**config.mk**
```make
export PLATFORM = sky130hd
export DESIGN_NAME = lrs_top
export DESIGN_NICKNAME = d
export VERILOG_FILES = /design/src/pkg/lrs_pkg.sv /design/src/pkg/lrs_decode_if.sv /design/src/rtl/lrs_role_decode.sv /design/src/rtl/lrs_top.sv
export VERILOG_INCLUDE_DIRS = /design/src /design/src/pkg
export SDC_FILE = /design/constraint.sdc
export NUM_CORES = 1
export LEC_CHECK = 0
export BUFFER_PORTS_ARGS = -buffer_cell sky130_fd_sc_hd__buf_2
export CAP_MARGIN = 20
export CORE_ASPECT_RATIO = 0.7
export CORE_MARGIN = 3
export CORE_UTILIZATION = 30
export DETAILED_ROUTE_END_ITERATION = 8
export PLACE_DENSITY = 0.62
export SYNTH_ARGS = -nofsm -noshare
export SYNTH_HDL_FRONTEND = slang
export SYNTH_HIERARCHICAL = 1
export SYNTH_SLANG_ARGS = --single-unit
```
**constraint.sdc**
```tcl
create_clock -name clk_i -period 9.7 [get_ports clk_i]
set_input_delay 0 -clock clk_i [delete_from_list [all_inputs] [get_ports clk_i]]
set_output_delay 0 -clock clk_i [all_outputs]
set_load 0.005 [all_outputs]
```
**src/pkg/lrs_params.svh**
```systemverilog
// Constants for the terminal 16-47 line role select block
`ifndef LRS_PARAMS_SVH
`define LRS_PARAMS_SVH

`define LRS_OFF_ROLE_B   32'h0000_0000
`define LRS_OFF_ROLE_C   32'h0000_0004
`define LRS_OFF_STATUS   32'h0000_0008
`define LRS_ROLE_RESET   16'h0000
`define LRS_BANK_W       16
`define LRS_TERM_N       32
`define LRS_FIRST_TERM   16
`define LRS_PHASE_N      4
`define LRS_ROLE_SEGMENT 1'h0
`define LRS_ROLE_COMMON  1'h1
`define LRS_ACK_CYCLES   1

`endif

```
**src/pkg/lrs_pkg.sv**
```systemverilog
// Types for the terminal 16-47 line role select block
package lrs_pkg;
    typedef logic [15:0]  lrs_bank_t;
    typedef logic [31:0]  lrs_word_t;
    typedef logic [127:0] lrs_nib_t;

    typedef struct packed {
        lrs_bank_t role_b;
        lrs_bank_t role_c;
        logic      ack;
        lrs_word_t rdat;
        lrs_nib_t  seg;
        lrs_nib_t  com;
        lrs_word_t role;
    } lrs_state_t;
endpackage

```
**src/pkg/lrs_decode_if.sv**
```systemverilog
// Role and display memory lines between the register block and decoder
`timescale 1ns/1ps
`default_nettype none
interface lrs_decode_if;
    logic [31:0]  role;
    logic [127:0] mem;
    logic [127:0] seg;
    logic [127:0] com;

    modport regs (output role, output mem, input  seg, input  com);
    modport dec  (input  role, input  mem, output seg, output com);
endinterface
`default_nettype wire

```
**src/rtl/lrs_role_decode.sv**
```systemverilog
// Per-terminal split of display memory bits into segment or common use
`timescale 1ns/1ps
`default_nettype none
`include "lrs_params.svh"
module lrs_role_decode (
    lrs_decode_if.dec dif
);
    genvar t;
    generate
        for (t = 0; t < `LRS_TERM_N; t = t + 1) begin : g_term
            // RULE6 memory bit meaning
            assign dif.seg[4*t +: 4] = (dif.role[t] == `LRS_ROLE_SEGMENT)
                                     ? dif.mem[4*t +: 4] : 4'h0;
            assign dif.com[4*t +: 4] = (dif.role[t] == `LRS_ROLE_COMMON)
                                     ? dif.mem[4*t +: 4] : 4'h0;
        end
    endgenerate
endmodule
`default_nettype wire

```
**src/rtl/lrs_top.sv**
```systemverilog
// Line role select registers for display terminals 16 to 47
`timescale 1ns/1ps
`default_nettype none
`include "lrs_params.svh"
// What this block does
// RULE1: The first register holds terminals 16 to 31, bit 0 for 16 up to bit 15 for 31.
// RULE2: The second register holds terminals 32 to 47, bit 0 for 32 up to bit 15 for 47.
// RULE3: A role bit of zero makes the terminal a segment line, one a common line.
// RULE4: Reset clears every role bit so all terminals start as segment lines.
// RULE5: Software reads back every role bit exactly as it last wrote it.
// RULE6: Segment terminals show memory bits as on/off data, common ones as phases one to four.
module lrs_top (
    input  wire logic         clk_i,
    input  wire logic         rst_i,
    input  wire logic         ce_i,
    input  wire logic         wb_cyc_i,
    input  wire logic         wb_stb_i,
    input  wire logic         wb_we_i,
    input  wire logic [31:0]  wb_adr_i,
    input  wire logic [3:0]   wb_sel_i,
    input  wire logic [31:0]  wb_dat_i,
    output logic      [31:0]  wb_dat_o,
    output logic              wb_ack_o,
    input  wire logic [127:0] mem_bits_i,
    output logic      [31:0]  role_o,
    output logic      [127:0] seg_on_o,
    output logic      [127:0] com_phase_o
);
    lrs_pkg::lrs_state_t state_reg;
    lrs_pkg::lrs_state_t state_next;
    lrs_decode_if        dif ();
    logic                take;
    logic [5:0]          com_count;

    lrs_role_decode u_dec (
        .dif (dif)
    );

    assign dif.role = {state_reg.role_c, state_reg.role_b};
    assign dif.mem  = mem_bits_i;

    // A new request is taken only while no answer is out, so one
    // access never acts twice on the same held request.
    assign take = wb_cyc_i && wb_stb_i && !state_reg.ack;

    always_comb begin
        com_count = 6'h00;
        for (int i = 0; i < `LRS_TERM_N; i++) begin
            com_count = com_count + {5'h00, dif.role[i]};
        end
    end

    always_comb begin
        state_next      = state_reg;
        state_next.ack  = take;
        // RULE6 registered split
        state_next.seg  = dif.seg;
        state_next.com  = dif.com;
        // RULE1 RULE2 linear terminal map
        state_next.role = dif.role;
        if (take && !wb_we_i) begin
            // RULE5 read back
            case (wb_adr_i)
                `LRS_OFF_ROLE_B: state_next.rdat = {16'h0000, state_reg.role_b};
                `LRS_OFF_ROLE_C: state_next.rdat = {16'h0000, state_reg.role_c};
                `LRS_OFF_STATUS: state_next.rdat = {16'h0000, 10'h000,
                                                    com_count};
                default:         state_next.rdat = 32'h0000_0000;
            endcase
        end else if (take) begin
            state_next.rdat = 32'h0000_0000;
        end
        if (take && wb_we_i) begin
            // RULE1 bank b write by lane
            if (wb_adr_i == `LRS_OFF_ROLE_B) begin
                if (wb_sel_i[0]) state_next.role_b[7:0]  = wb_dat_i[7:0];
                if (wb_sel_i[1]) state_next.role_b[15:8] = wb_dat_i[15:8];
            end
            // RULE2 bank c write by lane
            if (wb_adr_i == `LRS_OFF_ROLE_C) begin
                if (wb_sel_i[0]) state_next.role_c[7:0]  = wb_dat_i[7:0];
                if (wb_sel_i[1]) state_next.role_c[15:8] = wb_dat_i[15:8];
            end
        end
    end

    always_ff @(posedge clk_i) begin
        if (rst_i) begin
            // RULE4 all segment at reset
            state_reg        <= '0;
            state_reg.role_b <= `LRS_ROLE_RESET;
            state_reg.role_c <= `LRS_ROLE_RESET;
        end else if (ce_i) begin
            state_reg <= state_next;
        end
    end

    assign wb_dat_o    = state_reg.rdat;
    assign wb_ack_o    = state_reg.ack;
    assign role_o      = state_reg.role;
    assign seg_on_o    = state_reg.seg;
    assign com_phase_o = state_reg.com;
endmodule
`default_nettype wire

```
==> qor.txt, run 1 <==
Initial antenna violation count - 4
Pleak - 10.3 nW
DRC Markers - 0
Pwr dens - 154 nW/um^2
Switching Fraction - 0.232
Failing checks - negative hold slack
Commonest non-fill, non-tap cells in the layout - 486 x buf_2, 337 x dfxtp_1, 323 x mux2i_1
Die H - 193 um
Worst path required time - 10.10 ns
Average instance area after synthesis - 9.85 um^2
FF+latch count, synth - 337
Distinct cells, synth - 42
MaxCap Viol Count - 0
Period minus WS final - 5.38 ns
Yosys warns - 6
Seq/Total Area, Yosys - 0.449
Core box area - 48,700 um^2
CP endpoint kind - register
CTS buffer count - 37
Clock-pin slew on the worst setup and hold paths - 0.06 ns
GRT Total Usage - 0.170
Rows - 67
Post-detailed-placement half-perimeter wirelength - 34,300 um
Clock power frac - 0.458
Worst hold slack - -0.00514 ns
Max_slew headroom - 0.291
Mapped Area - 15,000 um^2
Setup TNS - 0 ns
Final Hold Vio Count - 1
# nets final - 2,357
CTS tree - done
GP Congestion - 0.862
Max FO, Critical Path - 12
First-pass GRT wire length - 71,400 um
P_int - 2.44 mW
Status - finished, violations left
P&R area growth vs syn - 37.6%
WL/cell - 16.8 um
Drt via density - 4.45
Endpoints failing setup - 0
I/O Buffers - 488
Overflow left after global routing - 0
Pin count of the biggest net entering global routing - 164
Period utilisation layout - 0.555
Max IR drop VDD - 101 uV
Num ports - 523
Final WL - 47,100 um
RSZ-0062 raised after global routing - false
Max-slew violations - 0
Die Area - 52,900 um^2
Number of global-route vias before repair - 12,500
P_sw - 0.736 mW
Initial DRC count - 525
CP Data Arrival Time - 5.78 ns
Chip width - 274 um
HP Class - input port to register
Crit path kind - register to register
Commonest non-fill, non-tap cell in the layout - buf_2
Layout cells sized above 1 - 0.303
CTS max path bufs - 3
CTS resizes - 0
Clock root cell - clkbuf_16
Gate power share - 0.091
CTS sink count - 337
First-pass iteration count of the detailed router - 6
Max frequency - 0.186 GHz
Post-DRT Antenna Nets - 0
Filler cells - 4,709
Starting Density - 0.309
Total power - 3.17 mW
Cells after Synth - 1,525
Clock Latency Late Sink - 0.53 ns
Sequential share of power - 0.451
Routed vias - 12,500
CP Launch Type - register
Post-Route Skew - 0.0106 ns
Tightest Pin Transition - 1.06 ns
H-tree depth - 2
-- registers in the layout, summed over array words and instances, names as in the netlist --
register     flops
wb_ack_o         1
seg_on_o       128
dif.role        32
role_o          32
com_phase_o    128
wb_dat_o        16
-- final timing paths --
| path | start | cells after the start | to | slack, ns |
|---|---|---|---|---|
| hold / removal | rst_i | 2 | com_phase_o[32] | -0.005 |
| setup reg to reg | dif.role[27] | 15 | wb_dat_o[4] | 4.32 |
| setup / recovery | dif.role[27] | 15 | wb_dat_o[4] | 4.32 |
| hold reg to reg | seg_on_o[108] | 2 | seg_on_o[108] | 0.49 |
-- area by class of cell --
class	count	area, um^2	share of cell area
Inverter	43	161	0.00780
Multi-Input combinational cell	1065	7730	0.374
Tap cell	655	820	0.0396
Timing Repair Buffer	640	3970	0.192
Clock buffer	54	1100	0.0533
Sequential cell	337	6750	0.326
Clock inverter	13	146	0.00708
Antenna cell	3	7.51	0.000363
-- logic make-up after synthesis --
family / after synthesis / synth area share
AO/OA/AOI/OAI: 38 / 0.0162
flip-flops: 337 / 0.449
buffers and inverters: 138 / 0.0405
AND/OR/NAND/NOR: 652 / 0.238
multiplexers: 325 / 0.217
adder cells (fa/ha/maj): 31 / 0.0378
other: 1 / 0.000250
XOR/XNOR: 3 / 0.00175
-- what timing repair did --
item / CTS / global route
setup buffers: 0 / 0
hold buffers: 145 / 0
hold endpoints to repair: 294 / 0
-- layer usage --
| layer | up-vias | track usage | wire (um) |
|---|---|---|---|
| met5 | - | 0 | 0 |
| met4 | 0 | 0.0567 | 1490 |
| met3 | 86 | 0.0559 | 3990 |
| met2 | 399 | 0.271 | 20900 |
| met1 | 5880 | 0.216 | 20700 |
| li1 | 6151 | - | - |
-- stage by stage --
step,cell area [um^2],setup slack [ns],utilization,instances,hold slack [ns]
final,20700,4.32,0.425,2810,-0.00514
after global routing,20700,4.03,0.424,2808,0.0388
after CTS,20700,4.30,0.424,2807,0.00728
after detailed placement,18000,4.35,0.369,2595,0.268
after global placement,18000,4.39,0.369,2595,0.266
after floorplan,15100,4.92,-,1540,0.147
-- power groups by stage --
stage | registers, mW | logic [mW] | clock network, mW
5_1_grt | 1.43 | 0.315 | 1.57
3_5_place_dp | 1.46 | 0.243 | 0
2_1_floorplan | 1.46 | 0.139 | 0
3_3_place_gp | 1.46 | 0.238 | 0
6_report | 1.43 | 0.289 | 1.45
4_1_cts | 1.43 | 0.291 | 1.51
-- critical path: stages (launching register included) --
cell	delay [ns]
dfxtp_1	0.70
inv_1	0.12
fa_1	0.47
fa_1	0.54
fa_1	0.44
fa_1	0.53
fa_1	0.47
fa_1	0.51
inv_1	0.04
ha_1	0.20
fa_1	0.46
a21o_1	0.17
a21oi_1	0.17
xnor2_1	0.09
a21oi_1	0.20
o21ai_0	0.12
-- cell usage after synthesis, drive strengths merged --
cell | count | area share
a211oi | 2 | 0.0010
a21o | 1 | 0.00050
a21oi | 7 | 0.0023
a221oi | 1 | 0.00058
a22oi | 10 | 0.0050
and2 | 129 | 0.057
and2b | 62 | 0.034
and4b | 1 | 0.00075
buf | 47 | 0.018
clkbuf | 48 | 0.012
conb | 1 | 0.00025
dfxtp | 337 | 0.45
fa | 24 | 0.032
ha | 7 | 0.0058
inv | 43 | 0.011
mux2 | 2 | 0.0015
mux2i | 323 | 0.22
nand2 | 12 | 0.0030
nand2b | 33 | 0.014
nand3 | 3 | 0.0010
nand3b | 5 | 0.0025
nand4 | 2 | 0.0028
nand4b | 2 | 0.0012
nor2 | 322 | 0.081
nor2b | 68 | 0.028
nor4 | 9 | 0.0098
nor4b | 1 | 0.0010
o211ai | 1 | 0.00050
o21a | 1 | 0.00050
o21ai | 10 | 0.0033
o31ai | 5 | 0.0025
or2b | 1 | 0.00058
or4b | 2 | 0.0013
xnor2 | 2 | 0.0012
xor2 | 1 | 0.00058
(Power assumes the default switching activity.)
==> inputs of run 2 (changes only) <==
==> constraint.sdc (replaced) <==
create_clock -name clk_i -period 4.95 [get_ports clk_i]
set_input_delay 0 -clock clk_i [delete_from_list [all_inputs] [get_ports clk_i]]
set_output_delay 0 -clock clk_i [all_outputs]
set_load 0.005 [all_outputs]
==> run 2 against run 1 <==
- the run now ends clean
- via count is 1.2% higher
- final cell count is 1.5% higher
- cell area is 2.5% higher
- global-route usage is 0.62 points higher
- register-to-register slack worse by 4.3 ns
- clock skew is 0.016 ns higher
- largest cell class unchanged
- setup slack worse by 4.3 ns
- wire length is 3.4% higher
- power is 100% higher
- critical path depth is 1 lower
- fmax is 9.8% higher
- sequential power is 97% higher
==> qor.txt, run 2 (synthesis gave the netlist of run 1 again) <==
Status - completed
Number of global-route vias before repair - 12,800 (+2.2%)
Max FO, Critical Path - 2 (-10)
CTS buffer count - 38 (+2.7%)
Footprint of the multi-input gates - 7760 um^2 (+0.40%)
Worst path required time - 5.40 ns (-4.70 ns)
Tightest Pin Transition - 1.21 ns (+0.143 ns)
Max_slew headroom - 0.196 (-0.0955)
Worst path max stage delay - 0.58 ns (-0.12 ns)
CTS max path bufs - 3 (unchanged)
P&R area growth vs syn - 41.0%
Max frequency - 0.204 GHz (+9.8%)
H-tree depth - 2 (unchanged)
Initial DRC count - 511 (-2.7%)
Pwr dens - 305 nW/um^2 (+99%)
Rows - 67 (unchanged)
Finished Layout Cells - 2,852 (+1.5%)
CP max-delay cell - fa_1
Max IR drop VDD - 200 uV (+98%)
First-pass GRT wire length - 73,900 um (+3.5%)
Clock Latency Late Sink - 0.55 ns (+0.02 ns)
Placed cell count - 2,618 (+0.89%)
Post-DRT Antenna Nets - 0 (unchanged)
Pleak - 10.5 nW (+2.5%)
Setup TNS - 0 ns (unchanged)
Final Hold Vio Count - 0 (-1)
Final WL - 48,700 um (+3.4%)
Clock root cell - clkbuf_16
Die Area - 52,900 um^2 (unchanged)
Die H - 193 um (unchanged)
Commonest non-fill, non-tap cell in the layout - buf_2
GRT Total Usage - 0.176 (+0.00615)
Initial antenna violation count - 6 (+2)
CP Launch Type - register
CTS tree - done
Buf+Inv Stages, Crit Path - 2 (unchanged)
RSZ-0062 raised after global routing - true
Max-slew violations - 0 (unchanged)
Period minus WS final - 4.90 ns (-0.479 ns)
Layout cells sized above 1 - 0.314 (+0.0112)
Period utilisation layout - 0.990 (+0.435)
Crit-path cells - inv_2 > fa_1 > fa_1 > fa_1 > fa_1 > fa_1 > fa_1 > inv_1 > ha_4 > fa_2 > xnor2_2 > a211oi_2 > a21oi_1 > o31ai_1
# nets final - 2,396 (+1.7%)
Core box area - 48,700 um^2 (unchanged)
Routed vias - 12,700 (+1.2%)
WL/cell - 17.1 um (+1.9%)
Chip width - 274 um (unchanged)
DRC Markers - 0 (unchanged)
MaxCap Viol Count - 0 (unchanged)
CTS sink count - 337 (unchanged)
CP endpoint kind - register
CP Data Arrival Time - 5.35 ns (-0.43 ns)
First-pass iteration count of the detailed router - 4 (-2)
Post-Route Skew - 0.0265 ns (+0.0159 ns)
Clock-pin slew on the worst setup and hold paths - 0.06 ns (about the same)
I/O Buffers - 488 (unchanged)
Endpoints failing setup - 0 (unchanged)
Filler cells - 4,673 (-0.76%)
Overflow left after global routing - 0 (unchanged)
Drt via density - 4.44 (-0.28%)
Starting Density - 0.309 (unchanged)
HP Class - input port to register
Num ports - 523 (unchanged)
Commonest non-fill, non-tap cells in the layout - 486 x buf_2, 335 x dfxtp_1, 323 x mux2i_1
FF+latch area - 6750 um^2 (about the same)
Most used cell, CP - fa_1
Pin count of the biggest net entering global routing - 140 (-15%)
Post-detailed-placement half-perimeter wirelength - 35,000 um (+1.9%)
CP top delay family - adder cells
Crit path kind - register to register
GP Congestion - 0.845 (-1.9%)
run 2: through the flow:
stage / setup WS [ns] / hold WS (ns) / util / area, um^2 / power, mW
3_5_place_dp: 0.0720 / 0.264 / 0.373 / 18200 / 3.34
5_1_grt: -0.0857 / 0.0604 / 0.435 / 21200 / 6.71
6_report: 0.0497 / 0.0348 / 0.435 / 21200 / 6.47
4_1_cts: 0.0384 / 0.00146 / 0.434 / 21100 / 6.56
3_3_place_gp: 0.120 / 0.272 / 0.373 / 18200 / 3.32
2_1_floorplan: 0.167 / 0.147 / - / 15100 / 3.14
run 2: path summary, 6_finish.rpt:
path | from | to | slack [ns] | cells after the start
worst max-delay path | dif.role[15] | wb_dat_o[2] | 0.05 | 14
worst max register to register | dif.role[15] | wb_dat_o[2] | 0.05 | 14
worst min-delay path | wb_adr_i[26] | wb_dat_o[4] | 0.03 | 6
worst min register to register | com_phase_o[51] | com_phase_o[51] | 0.48 | 2
run 2: final cells by class:
type,instances,area share
inverters,43,0.00762
clock inverters,13,0.00945
flip-flops and latches,337,0.319
diodes,4,0.000472
repair buffers,678,0.203
well taps,655,0.0387
clock buffers,57,0.0555
multi-input cells,1065,0.366
run 2: what timing repair did:
action	4_1_cts	5_1_grt
endpoints found under the hold margin	315	0
setup buffers	0	1
endpoints found under the setup margin	0	2
hold buffers	158	0
gates resized for setup	0	10
run 2: worst min-delay path, stage by stage:
cell	delay (ns)
buf_2	0.08
nor2_1	0.06
nand4_4	0.14
nor2_2	0.07
nand4b_1	0.11
o21ai_1	0.07
run 2: where the power goes:
| group | switching [mW] | total (mW) | internal, mW |
|---|---|---|---|
| Clock | 1.18 | 3.09 | 1.91 |
| Sequential | 0.0307 | 2.81 | 2.77 |
| Combinational | 0.268 | 0.574 | 0.306 |
run 2: per-layer routing:
layer  wire [um]  global-route usage  vias to the layer above
met2       21700               0.280                      389
met3        4280              0.0645                       93
met5          27                   0                        -
li1            -                   -                     6229
met1       21300               0.221                     5953
met4        1410              0.0591                        4
==> inputs of run 3 (changes only) <==
--- a/config.mk
+++ b/config.mk
@@ -13,6 +13,7 @@
 export CORE_UTILIZATION = 30
 export DETAILED_ROUTE_END_ITERATION = 8
 export PLACE_DENSITY = 0.62
+export RECOVER_POWER = 50
 export SYNTH_ARGS = -nofsm -noshare
 export SYNTH_HDL_FRONTEND = slang
 export SYNTH_HIERARCHICAL = 1
==> run 3 against run 2 <==
- non-clock buffer count unchanged
- first-iteration DRC count increased by 0.98%
- clock power about the same
- largest power group unchanged
- sequential share of layout area increased by 0.45 points
- die area unchanged
- wire length about the same
- fmax about the same
- utilization decreased by 0.60 points
- clock-buffer cell count unchanged
- the flow now finishes with violations (max-capacitance violations, max-slew violations)
- combinational power decreased by 2%
- register-to-register slack about the same
==> qor.txt, run 3 (synthesis gave the netlist of run 1 again) <==
Crit-path cells - inv_2 > fa_1 > fa_1 > fa_1 > fa_1 > fa_1 > fa_1 > inv_1 > ha_4 > fa_2 > xnor2_2 > a211oi_2 > a21oi_1 > o31ai_1
RSZ-0062 raised after global routing - true
CTS tree - done
I/O Buffers - 488 (unchanged)
Final WL - 48,800 um (about the same)
First-pass iteration count of the detailed router - 7 (+3)
Layout cells sized above 1 - 0.211 (-0.103)
# nets final - 2,396 (unchanged)
Pin count of the biggest net entering global routing - 140 (unchanged)
Max FO, Critical Path - 2 (unchanged)
GP Congestion - 0.845 (unchanged)
Post-Route Skew - 0.0268 ns (+0.000253 ns)
CP startpoint - dif.role[15]
Max frequency - 0.204 GHz (about the same)
Post-detailed-placement half-perimeter wirelength - 35,000 um (unchanged)
Endpoints failing setup - 0 (unchanged)
Reg-to-Reg Start - dif.role[15]
Max_slew headroom - -0.731 (-0.927)
First-pass GRT wire length - 73,900 um (unchanged)
CTS buffer count - 38 (unchanged)
Filler cells - 4,785 (+2.4%)
CTS sink count - 337 (unchanged)
Starting Density - 0.309 (unchanged)
Commonest non-fill, non-tap cell in the layout - dfxtp_1
Die Area - 52,900 um^2 (unchanged)
Pwr dens - 309 nW/um^2 (+1.2%)
GRT Total Usage - 0.176 (unchanged)
Max-slew violations - 126 (+126)
CP Data Arrival Time - 5.34 ns (about the same)
Clock root cell - clkbuf_16
Failing checks - max-capacitance violations, max-slew violations
P&R area growth vs syn - 39.0%
Initial antenna violation count - 6 (unchanged)
Post-DRT Antenna Nets - 0 (unchanged)
Tightest Pin Transition - 2.60 ns (+1.39 ns)
WL/cell - 17.1 um (about the same)
Worst path required time - 5.39 ns (about the same)
Final setup margin - 0.0508 ns (+0.00111 ns)
Most used cell, CP - fa_1
DRC Markers - 0 (unchanged)
MaxCap Viol Count - 1 (+1)
Commonest non-fill, non-tap cells in the layout - 335 x dfxtp_1, 323 x mux2i_1, 321 x nor2_1
Pleak - 9.58 nW (-9.0%)
Status - finished, violations left
Core box area - 48,700 um^2 (unchanged)
CP Launch Type - register
H-tree depth - 2 (unchanged)
Max IR drop VDD - 200 uV (about the same)
Initial DRC count - 516 (+0.98%)
Drt via density - 4.46 (+0.51%)
Overflow left after global routing - 0 (unchanged)
Die H - 193 um (unchanged)
Num ports - 523 (unchanged)
Period minus WS final - 4.90 ns (-0.00111 ns)
CP max-delay cell - fa_1
Worst path max stage delay - 0.58 ns (about the same)
HP Class - input port to register
Number of global-route vias before repair - 12,800 (unchanged)
Final Hold Vio Count - 0 (unchanged)
Chip width - 274 um (unchanged)
Crit path kind - register to register
Routed vias - 12,700 (+0.51%)
Clock Latency Late Sink - 0.56 ns (about the same)
Setup TNS - 0 ns (unchanged)
Beginning of the worst hold path - wb_adr_i[26]
Clock-pin slew on the worst setup and hold paths - 0.06 ns (about the same)
Period utilisation layout - 0.990 (about the same)
Rows - 67 (unchanged)
Pre-CTS setup slack - 0.0720 ns (unchanged)
CTS max path bufs - 3 (unchanged)
CP endpoint kind - register
-- run 3: final cells by class --
class                      instances  area, um^2  share of cell area
clock inverter                    13         200             0.00958
sequential                       337        6750               0.323
multi-input combinational       1065        7760               0.371
antenna                            4        10.0            0.000479
tap                              655         820              0.0392
clock buffer                      57        1180              0.0563
timing repair buffer             678        4020               0.192
inverter                          43         161             0.00773
-- run 3: stage by stage --
stage / utilization / hold slack, ns / instances / cell area [um^2] / power, mW
2_1_floorplan: - / 0.147 / 1540 / 15100 / 3.14
3_3_place_gp: 0.373 / 0.272 / 2618 / 18200 / 3.32
3_5_place_dp: 0.373 / 0.264 / 2618 / 18200 / 3.34
4_1_cts: 0.434 / 0.00146 / 2846 / 21100 / 6.56
5_1_grt: 0.429 / 0.0624 / 2851 / 20900 / 6.70
6_report: 0.429 / 0.0392 / 2852 / 20900 / 6.45
-- run 3: what timing repair did --
item                       CTS  global route
setup buffers                0             1
gates resized for setup      0            10
hold buffers               158             0
setup endpoints to repair    0             2
hold endpoints to repair   315             0
-- run 3: report_power, final --
group / switching [mW] / internal, mW
Sequential: 0.0319 / 2.77
Clock: 1.18 / 1.91
Combinational: 0.269 / 0.295
Total: 1.48 / 4.98
-- run 3: critical path, delay by kind of cell, from the launching register on --
kind | cells | cell delay (ns)
adder cells (fa/ha/maj) | 8 | 3.66
AO/OA/AOI/OAI | 3 | 0.52
flip-flops | 1 | 0.33
XOR/XNOR | 1 | 0.15
buffers and inverters | 2 | 0.12
-- run 3: final timing paths --
path	to	slack [ns]	depth (start not counted)
min	wb_dat_o[4]	0.04	6
max reg2reg	wb_dat_o[2]	0.05	14
max	wb_dat_o[2]	0.05	14
min reg2reg	seg_on_o[93]	0.49	2
-- run 3: layer usage --
layer	vias up	routed length [um]	track usage
met5	-	27	0
met1	6015	21500	0.221
met3	91	4200	0.0645
met2	397	21600	0.280
li1	6225	-	-
met4	4	1410	0.0591
